## src/pkg/pmc_defs.svh

```systemverilog
`ifndef PMC_DEFS_SVH
`define PMC_DEFS_SVH
// register byte addresses
`define PMC_OSC_CTRL_ADDR 12'h000
`define PMC_IDLE_STOP_ADDR 12'h004
`define PMC_PB_DIV_ADDR 12'h008
`define PMC_PB_STOP_ADDR 12'h00c
`define PMC_STATUS_ADDR 12'h010
`define PMC_WAKE_CNT_ADDR 12'h014
// oscillator control fields
`define PMC_SLEEP_SEL_BIT 4
`define PMC_CPU_DIV_LSB 16
`define PMC_CLK_SRC_LSB 8
// reset values
`define PMC_OSC_CTRL_RST 32'h0000_0000
`define PMC_PB_DIV_RST 32'h0000_0000
`define PMC_WAKE_CNT_RST 16'h0010
`endif

```

## src/pkg/pmc_pkg.sv

```systemverilog
package pmc_pkg;
  typedef enum logic [1:0] {PMC_RUN, PMC_IDLE, PMC_SLEEP, PMC_WAKE} pmc_state_type;
  typedef enum logic [1:0] {PMC_SRC_MAIN, PMC_SRC_LOW_POWER_RC_OSCILLATOR_OSC, PMC_SRC_SEC_OSC, PMC_SRC_EXT}
    pmc_src_type;
endpackage : pmc_pkg

```

## src/rtl/pmc_power_mode_controller.sv

```systemverilog
// Register access over AHB-Lite and the address map were left to the implementer.
`timescale 1ns/1ps
// Functional notes
// power states entered only by software wait
// per-bus clock divider and stop
// slow cpu, bus seven, or lowpower source
// sleep select clear plus wait enters idle
// sleep select set plus wait enters sleep
// idle halts cpu, clocks keep running
// idle-stop peripherals halt in idle
// sleep halts cpu and most peripherals
// sleep-capable peripherals keep their enables
// fail-safe clock monitor off during sleep
// brownout circuit always active in sleep
// sleep never clears the watchdog counter
// wake-up delay depends on oscillator source
// wake only if priority above cpu priority
// low-priority interrupt in sleep goes idle
// low-priority interrupt in idle stays idle
// reset or watchdog time-out wakes device
`include "pmc_defs.svh"
module pmc_power_mode_controller
  import pmc_pkg::*;
#(
  parameter int NPER = 8,
  parameter int NBUS = 7,
  parameter int PRIW = 3
) (
  input wire logic hclk, // system clock
  input wire logic hresetn, // async reset, active low
  input wire logic hsel, // slave select
  input wire logic [31:0] haddr, // address
  input wire logic [1:0] htrans, // transfer type
  input wire logic hwrite, // write
  input wire logic [2:0] hsize, // size
  input wire logic [31:0] hwdata, // write data
  input wire logic hready, // bus ready
  output logic hreadyout, // slave ready
  output logic hresp, // response
  output logic [31:0] hrdata, // read data
  input wire logic wait_exec, // cpu executes wait, pulse
  input wire logic irq_valid, // enabled interrupt pending
  input wire logic [PRIW-1:0] irq_priority, // pending priority
  input wire logic [PRIW-1:0] cpu_priority, // current cpu priority
  input wire logic watchdog_timeout, // watchdog time-out
  input wire logic [NPER-1:0] sleep_capable, // peripherals that run in sleep
  output logic cpu_clk_en, // cpu clock enable
  output logic cpu_wake, // cpu resumes, pulse
  output logic [NBUS-1:0] peripheral_bus_clock_n, // bus clock enables
  output logic [NPER-1:0] periph_run, // peripheral run enables
  output logic fail_safe_clock_monitor_en, // monitor enable
  output logic brownout_reset_circuit_en, // brownout enable
  output logic [1:0] clk_src // selected oscillator source
);
  // ==========================================================
  // register bus: address phase capture
  logic ap_r;
  logic ap_nxt;
  logic aw_r;
  logic aw_nxt;
  logic [11:0] aa_r;
  logic [11:0] aa_nxt;
  logic rd_req;

  // zero wait states, always okay
  assign hreadyout = 1'b1;
  assign hresp = 1'b0;
  assign rd_req = ap_nxt && !hwrite;

  always_comb begin
    ap_nxt = hsel && hready && htrans[1];
    aw_nxt = hwrite;
    aa_nxt = haddr[11:0];
  end

  always_ff @(posedge hclk or negedge hresetn) begin
    if (!hresetn) begin
      ap_r <= 1'b0;
      aw_r <= 1'b0;
      aa_r <= 12'h000;
    end else begin
      ap_r <= ap_nxt;
      aw_r <= aw_nxt;
      aa_r <= aa_nxt;
    end
  end

  // ==========================================================
  // register bus: write strobes
  // writes land at the end of the data phase, while hwdata stands
  logic wr_osc;
  logic wr_istop;
  logic wr_pdiv;
  logic wr_pstop;
  logic wr_wcnt;

  always_comb begin
    wr_osc = 1'b0;
    wr_istop = 1'b0;
    wr_pdiv = 1'b0;
    wr_pstop = 1'b0;
    wr_wcnt = 1'b0;
    if (ap_r && aw_r) begin
      case (aa_r)
        `PMC_OSC_CTRL_ADDR: wr_osc = 1'b1;
        `PMC_IDLE_STOP_ADDR: wr_istop = 1'b1;
        `PMC_PB_DIV_ADDR: wr_pdiv = 1'b1;
        `PMC_PB_STOP_ADDR: wr_pstop = 1'b1;
        `PMC_WAKE_CNT_ADDR: wr_wcnt = 1'b1;
        default: ;
      endcase
    end
  end

  // ==========================================================
  // control registers
  // divider bits above the last bus are stored but unused
  logic [31:0] osc_r, osc_nxt;
  logic [31:0] pdiv_r, pdiv_nxt;
  logic [NPER-1:0] istop_r, istop_nxt;
  logic [NBUS-1:0] pstop_r, pstop_nxt;
  logic [15:0] wcnt_r, wcnt_nxt;
  logic sleep_sel;

  assign sleep_sel = osc_r[`PMC_SLEEP_SEL_BIT];

  always_comb begin
    osc_nxt = wr_osc ? hwdata : osc_r;
    pdiv_nxt = wr_pdiv ? hwdata : pdiv_r;
    istop_nxt = wr_istop ? hwdata[NPER-1:0] : istop_r;
    pstop_nxt = wr_pstop ? hwdata[NBUS-1:0] : pstop_r;
    wcnt_nxt = wr_wcnt ? hwdata[15:0] : wcnt_r;
  end

  always_ff @(posedge hclk or negedge hresetn) begin
    if (!hresetn) begin
      osc_r <= `PMC_OSC_CTRL_RST;
      pdiv_r <= `PMC_PB_DIV_RST;
      istop_r <= '0;
      pstop_r <= '0;
      wcnt_r <= `PMC_WAKE_CNT_RST;
    end else begin
      osc_r <= osc_nxt;
      pdiv_r <= pdiv_nxt;
      istop_r <= istop_nxt;
      pstop_r <= pstop_nxt;
      wcnt_r <= wcnt_nxt;
    end
  end

  // ==========================================================
  // read data
  // mux sees next values, so a read right behind a write returns it
  pmc_state_type st_r, st_nxt;
  logic [31:0] hrdata_nxt;

  always_comb begin
    hrdata_nxt = 32'h0000_0000;
    if (rd_req) begin
      case (haddr[11:0])
        `PMC_OSC_CTRL_ADDR: hrdata_nxt = osc_nxt;
        `PMC_IDLE_STOP_ADDR: hrdata_nxt = 32'(istop_nxt);
        `PMC_PB_DIV_ADDR: hrdata_nxt = pdiv_nxt;
        `PMC_PB_STOP_ADDR: hrdata_nxt = 32'(pstop_nxt);
        `PMC_STATUS_ADDR: hrdata_nxt = {30'h0, st_r};
        `PMC_WAKE_CNT_ADDR: hrdata_nxt = {16'h0, wcnt_nxt};
        default: hrdata_nxt = 32'h0000_0000;
      endcase
    end
  end

  always_ff @(posedge hclk or negedge hresetn) begin
    if (!hresetn) begin
      hrdata <= 32'h0000_0000;
    end else begin
      hrdata <= hrdata_nxt;
    end
  end

  // ==========================================================
  // power state machine
  logic wake_hi, wake_any;
  logic [15:0] dly_r, dly_nxt;
  // low priority interrupts never wake the cpu, they only lift sleep to idle
  assign wake_hi = irq_valid && (irq_priority > cpu_priority);
  assign wake_any = wake_hi || watchdog_timeout;

  always_comb begin
    st_nxt = st_r;
    dly_nxt = dly_r;
    cpu_wake = 1'b0;
    case (st_r)
      PMC_RUN: begin
        if (wait_exec) begin
          st_nxt = sleep_sel ? PMC_SLEEP : PMC_IDLE;
        end
      end
      PMC_IDLE: begin
        if (wake_any) begin
          st_nxt = PMC_RUN;
          cpu_wake = 1'b1;
        end
      end
      PMC_SLEEP: begin
        if (wake_any) begin
          st_nxt = PMC_WAKE;
          // delay loaded once on the wake event, then counted down
          dly_nxt = (clk_src == PMC_SRC_MAIN) ? wcnt_r : (wcnt_r << 2);
        end else if (irq_valid) begin
          st_nxt = PMC_IDLE;
        end
      end
      PMC_WAKE: begin
        // cpu_wake marks the last wake cycle, run starts at the next edge
        if (dly_r == 16'h0000) begin
          st_nxt = PMC_RUN;
          cpu_wake = 1'b1;
        end else begin
          dly_nxt = dly_r - 16'h0001;
        end
      end
      default: st_nxt = PMC_RUN;
    endcase
  end

  always_ff @(posedge hclk or negedge hresetn) begin
    if (!hresetn) begin
      st_r <= PMC_RUN;
      dly_r <= 16'h0000;
    end else begin
      st_r <= st_nxt;
      dly_r <= dly_nxt;
    end
  end

  // ==========================================================
  // cpu clock divider
  // reloads on its tick; a divider of zero gives an enable every cycle
  logic [7:0] cpu_cnt_r;
  logic [7:0] cpu_cnt_nxt;
  logic [7:0] cpu_div;
  logic cpu_tick;

  assign cpu_div = osc_r[`PMC_CPU_DIV_LSB +: 8];
  assign cpu_clk_en = (st_r == PMC_RUN) && cpu_tick;

  always_comb begin
    cpu_tick = (cpu_cnt_r == 8'h00);
    if (cpu_tick) begin
      cpu_cnt_nxt = cpu_div;
    end else begin
      cpu_cnt_nxt = cpu_cnt_r - 8'h01;
    end
  end

  always_ff @(posedge hclk or negedge hresetn) begin
    if (!hresetn) begin
      cpu_cnt_r <= 8'h00;
    end else begin
      cpu_cnt_r <= cpu_cnt_nxt;
    end
  end

  // ==========================================================
  // peripheral bus dividers, one counter per bus
  genvar g;
  generate
    for (g = 0; g < NBUS; g++) begin : g_bus
      logic [3:0] cnt_r;
      logic [3:0] cnt_nxt;
      logic [3:0] div;
      logic tick;
      assign div = pdiv_r[g*4 +: 4];
      always_comb begin
        tick = (cnt_r == 4'h0);
        if (tick) begin
          cnt_nxt = div;
        end else begin
          cnt_nxt = cnt_r - 4'h1;
        end
      end
      always_ff @(posedge hclk or negedge hresetn) begin
        if (!hresetn) begin
          cnt_r <= 4'h0;
        end else begin
          cnt_r <= cnt_nxt;
        end
      end
      // stop or sleep holds the enable low, the count keeps going
      assign peripheral_bus_clock_n[g] = tick && !pstop_r[g] && (st_r != PMC_SLEEP);
    end
  endgenerate

  // ==========================================================
  // peripheral run and monitor enables

  always_comb begin
    case (st_r)
      PMC_IDLE: periph_run = ~istop_r;
      PMC_SLEEP, PMC_WAKE: periph_run = sleep_capable;
      default: periph_run = {NPER{1'b1}};
    endcase
  end

  assign clk_src = osc_r[`PMC_CLK_SRC_LSB +: 2];
  assign fail_safe_clock_monitor_en = (st_r != PMC_SLEEP);
  assign brownout_reset_circuit_en = 1'b1;
  // watchdog counter is untouched on sleep entry: no clear output exists R12
endmodule : pmc_power_mode_controller

```

## config.mk

```make
export PLATFORM = sky130hd
export DESIGN_NAME = pmc_power_mode_controller
export DESIGN_NICKNAME = d
export VERILOG_FILES = /design/src/pkg/pmc_pkg.sv /design/src/rtl/pmc_power_mode_controller.sv
export VERILOG_INCLUDE_DIRS = /design/src /design/src/pkg
export SDC_FILE = /design/constraint.sdc
export NUM_CORES = 1
export LEC_CHECK = 0
export BUFFER_PORTS_ARGS = -buffer_cell sky130_fd_sc_hd__buf_4
export CAP_MARGIN = 40
export CELL_PAD_IN_SITES_DETAIL_PLACEMENT = 0
export CELL_PAD_IN_SITES_GLOBAL_PLACEMENT = 1
export CORE_AREA = 2 2 153 155
export DETAILED_ROUTE_END_ITERATION = 10
export DIE_AREA = 0 0 155 157
export HOLD_SLACK_MARGIN = 0.15
export PLACE_DENSITY = 0.86
export SYNTH_ARGS = -nofsm -noshare
export SYNTH_HDL_FRONTEND = slang
export SYNTH_SLANG_ARGS = --single-unit
```

## constraint.sdc

```tcl
create_clock -name hclk -period 2.1 [get_ports hclk]
set_input_delay 0.21 -clock hclk [delete_from_list [all_inputs] [get_ports hclk]]
set_output_delay 0.21 -clock hclk [all_outputs]
set_load 0.1 [all_outputs]
```

==> run summary <==
### Clock tree
- **TritonCTS clock tree** built
- **clock-pin slew reported for the worst setup and hold paths after clock tree synthesis** 70 ps
- **Max Root-Sink Buffers** 2
- **Clock Sink Count** 195
- **Root Buffer Master** clkbuf_16
- **TritonCTS buffer count** 17
- **CTS H-tree depth** 4
- **insertion delay to the later sink of the worst-skew pair** 440 ps

### Worst setup path
- **worst path arrival time** 2220 ps
- **category of the critical setup timing path** reg -> out
- **Reg-to-Reg Start** dly_r[8]$_DFFE_PN0P_
- **r2r worst-path depth** 7
- **delay of the slowest cell on the worst path** 530 ps
- **CP Cell Sequence** or3_4 > or4_4 > o22ai_2 > and2_4 > buf_12
- **cell type group with the largest total delay on the critical path** simple AND/OR/NAND/NOR gates
- **Startpoint Class** register
- **critical register-to-register path endpoint** dly_r[15]$_DFFE_PN0P_
- **Worst Setup End Kind** output pin
- **reg-to-reg slack, setup** -230 ps
- **combined buffer and inverter count along the critical path** 1
- **Setup crit start** dly_r[8]$_DFFE_PN0P_
- **largest fanout on the critical path** 2
- **critical path data required time** 1890 ps
- **slowest stage cell, crit path** or4_4

### STA
- **fin crit share** 1.16
- **setup repair after global routing missed its margin** true
- **Slew HR** 0.634
- **final hold violation count** 0
- **count of endpoints failing setup in the final report** 51
- **maximum clock frequency** 0.412 GHz
- **post-route worst hold slack** 342 ps
- **Pins Over Slew Limit** 0
- **post-route clock skew** 10.1 ps
- **transition time at the pin with the least slew margin** 548 ps
- **worst setup slack after layout** -327 ps
- **crit path time final** 2430 ps

### Synth
- **number of warning messages in the yosys log** 0
- **netlist area before placement** 0.00916 mm^2
- **Post-Synthesis Mean Instance Area** 11.6 um^2
- **Synth Register Bits** 195
- **cells after synthesis** 792
- **number of flops mapped to enable cells by yosys** 0
- **register area share after synthesis** 0.533
- **fraction of synthesis flops using an asynchronous set or reset pin** 1.00
- **Yosys top cell area share** 0.530
- **most area-hungry cell type in the Yosys netlist** dfrtp_1
- **most frequently used cell type in the post-synthesis netlist** dfrtp_1
- **Primary FF master, synth** dfrtp_1
- **most numerous cell types in the synthesized netlist** dfrtp_1 (194), mux2_2 (85), nand2_1 (46)
- **biggest area contributors in the synthesized netlist** dfrtp_1 (53%), mux2_2 (10%), a32o_1 (3.3%)
- **Netlist cell types** 61

### Placement
- **Final GP Congestion** 0.840
- **count of buffers inserted at the top-level ports** 118
- **Post-DP HPWL** 16200 um
- **placed cell count** 1220

### Worst hold path
- **worst min-delay path class** in -> async

### Floorplan
- **area inside the core boundary** 0.0225 mm^2
- **Cell Rows** 55
- **initial core utilization** 0.407
- **die area** 0.0243 mm^2
- **overall die width** 155 um
- **Top Ports** 146
- **Die Height** 157 um

### Detailed routing
- **DR vias/cell** 5.41
- **number of DRC markers after the initial detailed-route iteration** 563
- **post-detailed-route DRC marker count** 0
- **count of TritonRoute iterations in the first routing pass** 5
- **Antenna Violating Nets Remaining** 0
- **vias after detailed routing** 7402
- **WL per Instance** 19.1 um
- **total wire length** 26100 um

### Global route
- **global-route wire length before repair** 40700 um
- **pin count of the biggest net entering global routing** 66
- **initial antenna violation count** 0
- **remaining global-route overflow** 0
- **overall fraction of global-route tracks in use** 0.215
- **number of global-route vias before repair** 7572

### Job
- **number of max-cap violations** 0

### Outcome
- **status** finished, violations left
- **violated checks** negative setup slack

### Layout
- **signed area change from the synthesized netlist to the final layout** 43.9%
- **fraction of layout instances using a drive strength above 1** 0.430
- **fill cell total of the finished layout** 1764
- **number of antenna repair diodes** 0
- **layout net count** 1175
- **final cell count without fillers** 1369

### Pwr
- **IR drop worst, VDD** 0.738 mV
- **Power per Cell Area** 1060 mW/mm^2
- **Lkg Pwr** 5.95 nW

[where the power goes]
part           total, mW  switching (mW)  internal, mW
Sequential          5.13           0.723          4.41
Clock               3.13            1.46          1.67
Combinational       5.69            3.00          2.69
Total               14.0            5.18          8.77
[routing by layer]
layer / wire, um / GRT usage / share of wire
met1: 11300 / 0.287 / 0.43
met2: 12900 / 0.355 / 0.49
met3: 1340 / 0.0465 / 0.051
met4: 541 / 0.0644 / 0.021
met5: 0 / 0 / 0
[layout make-up]
type | count | area, um^2 | area share
repair buffers | 303 | 2750 | 0.208
well taps | 285 | 357 | 0.0270
clock inverters | 12 | 109 | 0.00826
multi-input cells | 511 | 4480 | 0.340
clock buffers | 20 | 447 | 0.0339
flip-flops and latches | 195 | 4880 | 0.370
inverters | 43 | 161 | 0.0122
[worst max-delay path by stage]
stage               depth (start not counted)             endpoint
global placement                            8  hrdata[3]$_DFF_PN0_
detailed placement                          8  hrdata[1]$_DFF_PN0_
CTS                                         5             cpu_wake
finish                                      5             cpu_wake
global route                                5             cpu_wake
floorplan                                   4        periph_run[0]
[layout by cell type (no fill, tap or decap), types with 26 or more instances in the layout]
cell type	synthesis	final
dlygate4sd3_1	0	51
a32o_1	30	30
mux2_2	85	61
a21oi_1	33	32
nor3_1	28	26
dfrtp_1	194	192
o21ai_0	32	29
mux2_4	3	27
nand2_1	46	44
buf_4	8	216
inv_1	43	29
[state kept, by name, summed over array words and instances, names as in the netlist]
| name | flops |
|---|---|
| pdiv_r | 32 |
| cpu_cnt_r | 8 |
| aw_r | 1 |
| istop_r | 8 |
| wcnt_r | 16 |
| st_r | 2 |
| g_bus.cnt_r | 28 |
| ap_r | 1 |
| pstop_r | 7 |
| dly_r | 16 |
| osc_r | 32 |
| hrdata | 32 |
| aa_r | 12 |
[cells by family (layout without fill, tap and decap cells)]
family,count (synthesis),in the layout,share of synthesized area
AOI/OAI and AO/OA,176,176,0.140
other,2,3,0.000820
and+or+nand+nor,207,207,0.131
xor gates and xnor gates,5,5,0.00478
muxes,107,107,0.130
buffers and inverters,87,378,0.0421
DFF,195,195,0.533
adders and majority gates,13,13,0.0178
[what timing repair did]
item | in CTS | in global routing
hold buffers | 51 | 0
resized for setup | 122 | 50
setup buffers | 44 | 24
pin swaps | 31 | 32
cloned | 5 | 0
endpoints found under the setup margin | 66 | 70
endpoints found under the hold margin | 169 | 0
[stage by stage]
| stage | utilization | setup slack (ps) | total power [mW] | instance area [um^2] | TNS [ps] |
|---|---|---|---|---|---|
| floorplan | - | -471 | 7.99 | 9280 | -4450 |
| global placement | 0.486 | -122 | 9.19 | 10900 | -2190 |
| detailed placement | 0.487 | -171 | 9.33 | 11000 | -3750 |
| CTS | 0.574 | -348 | 13.4 | 12900 | -8480 |
| global route | 0.586 | -375 | 14.7 | 13200 | -10620 |
| finish | 0.586 | -327 | 14.0 | 13200 | -6420 |
No activity file was read; power rests on OpenSTA's default activity.
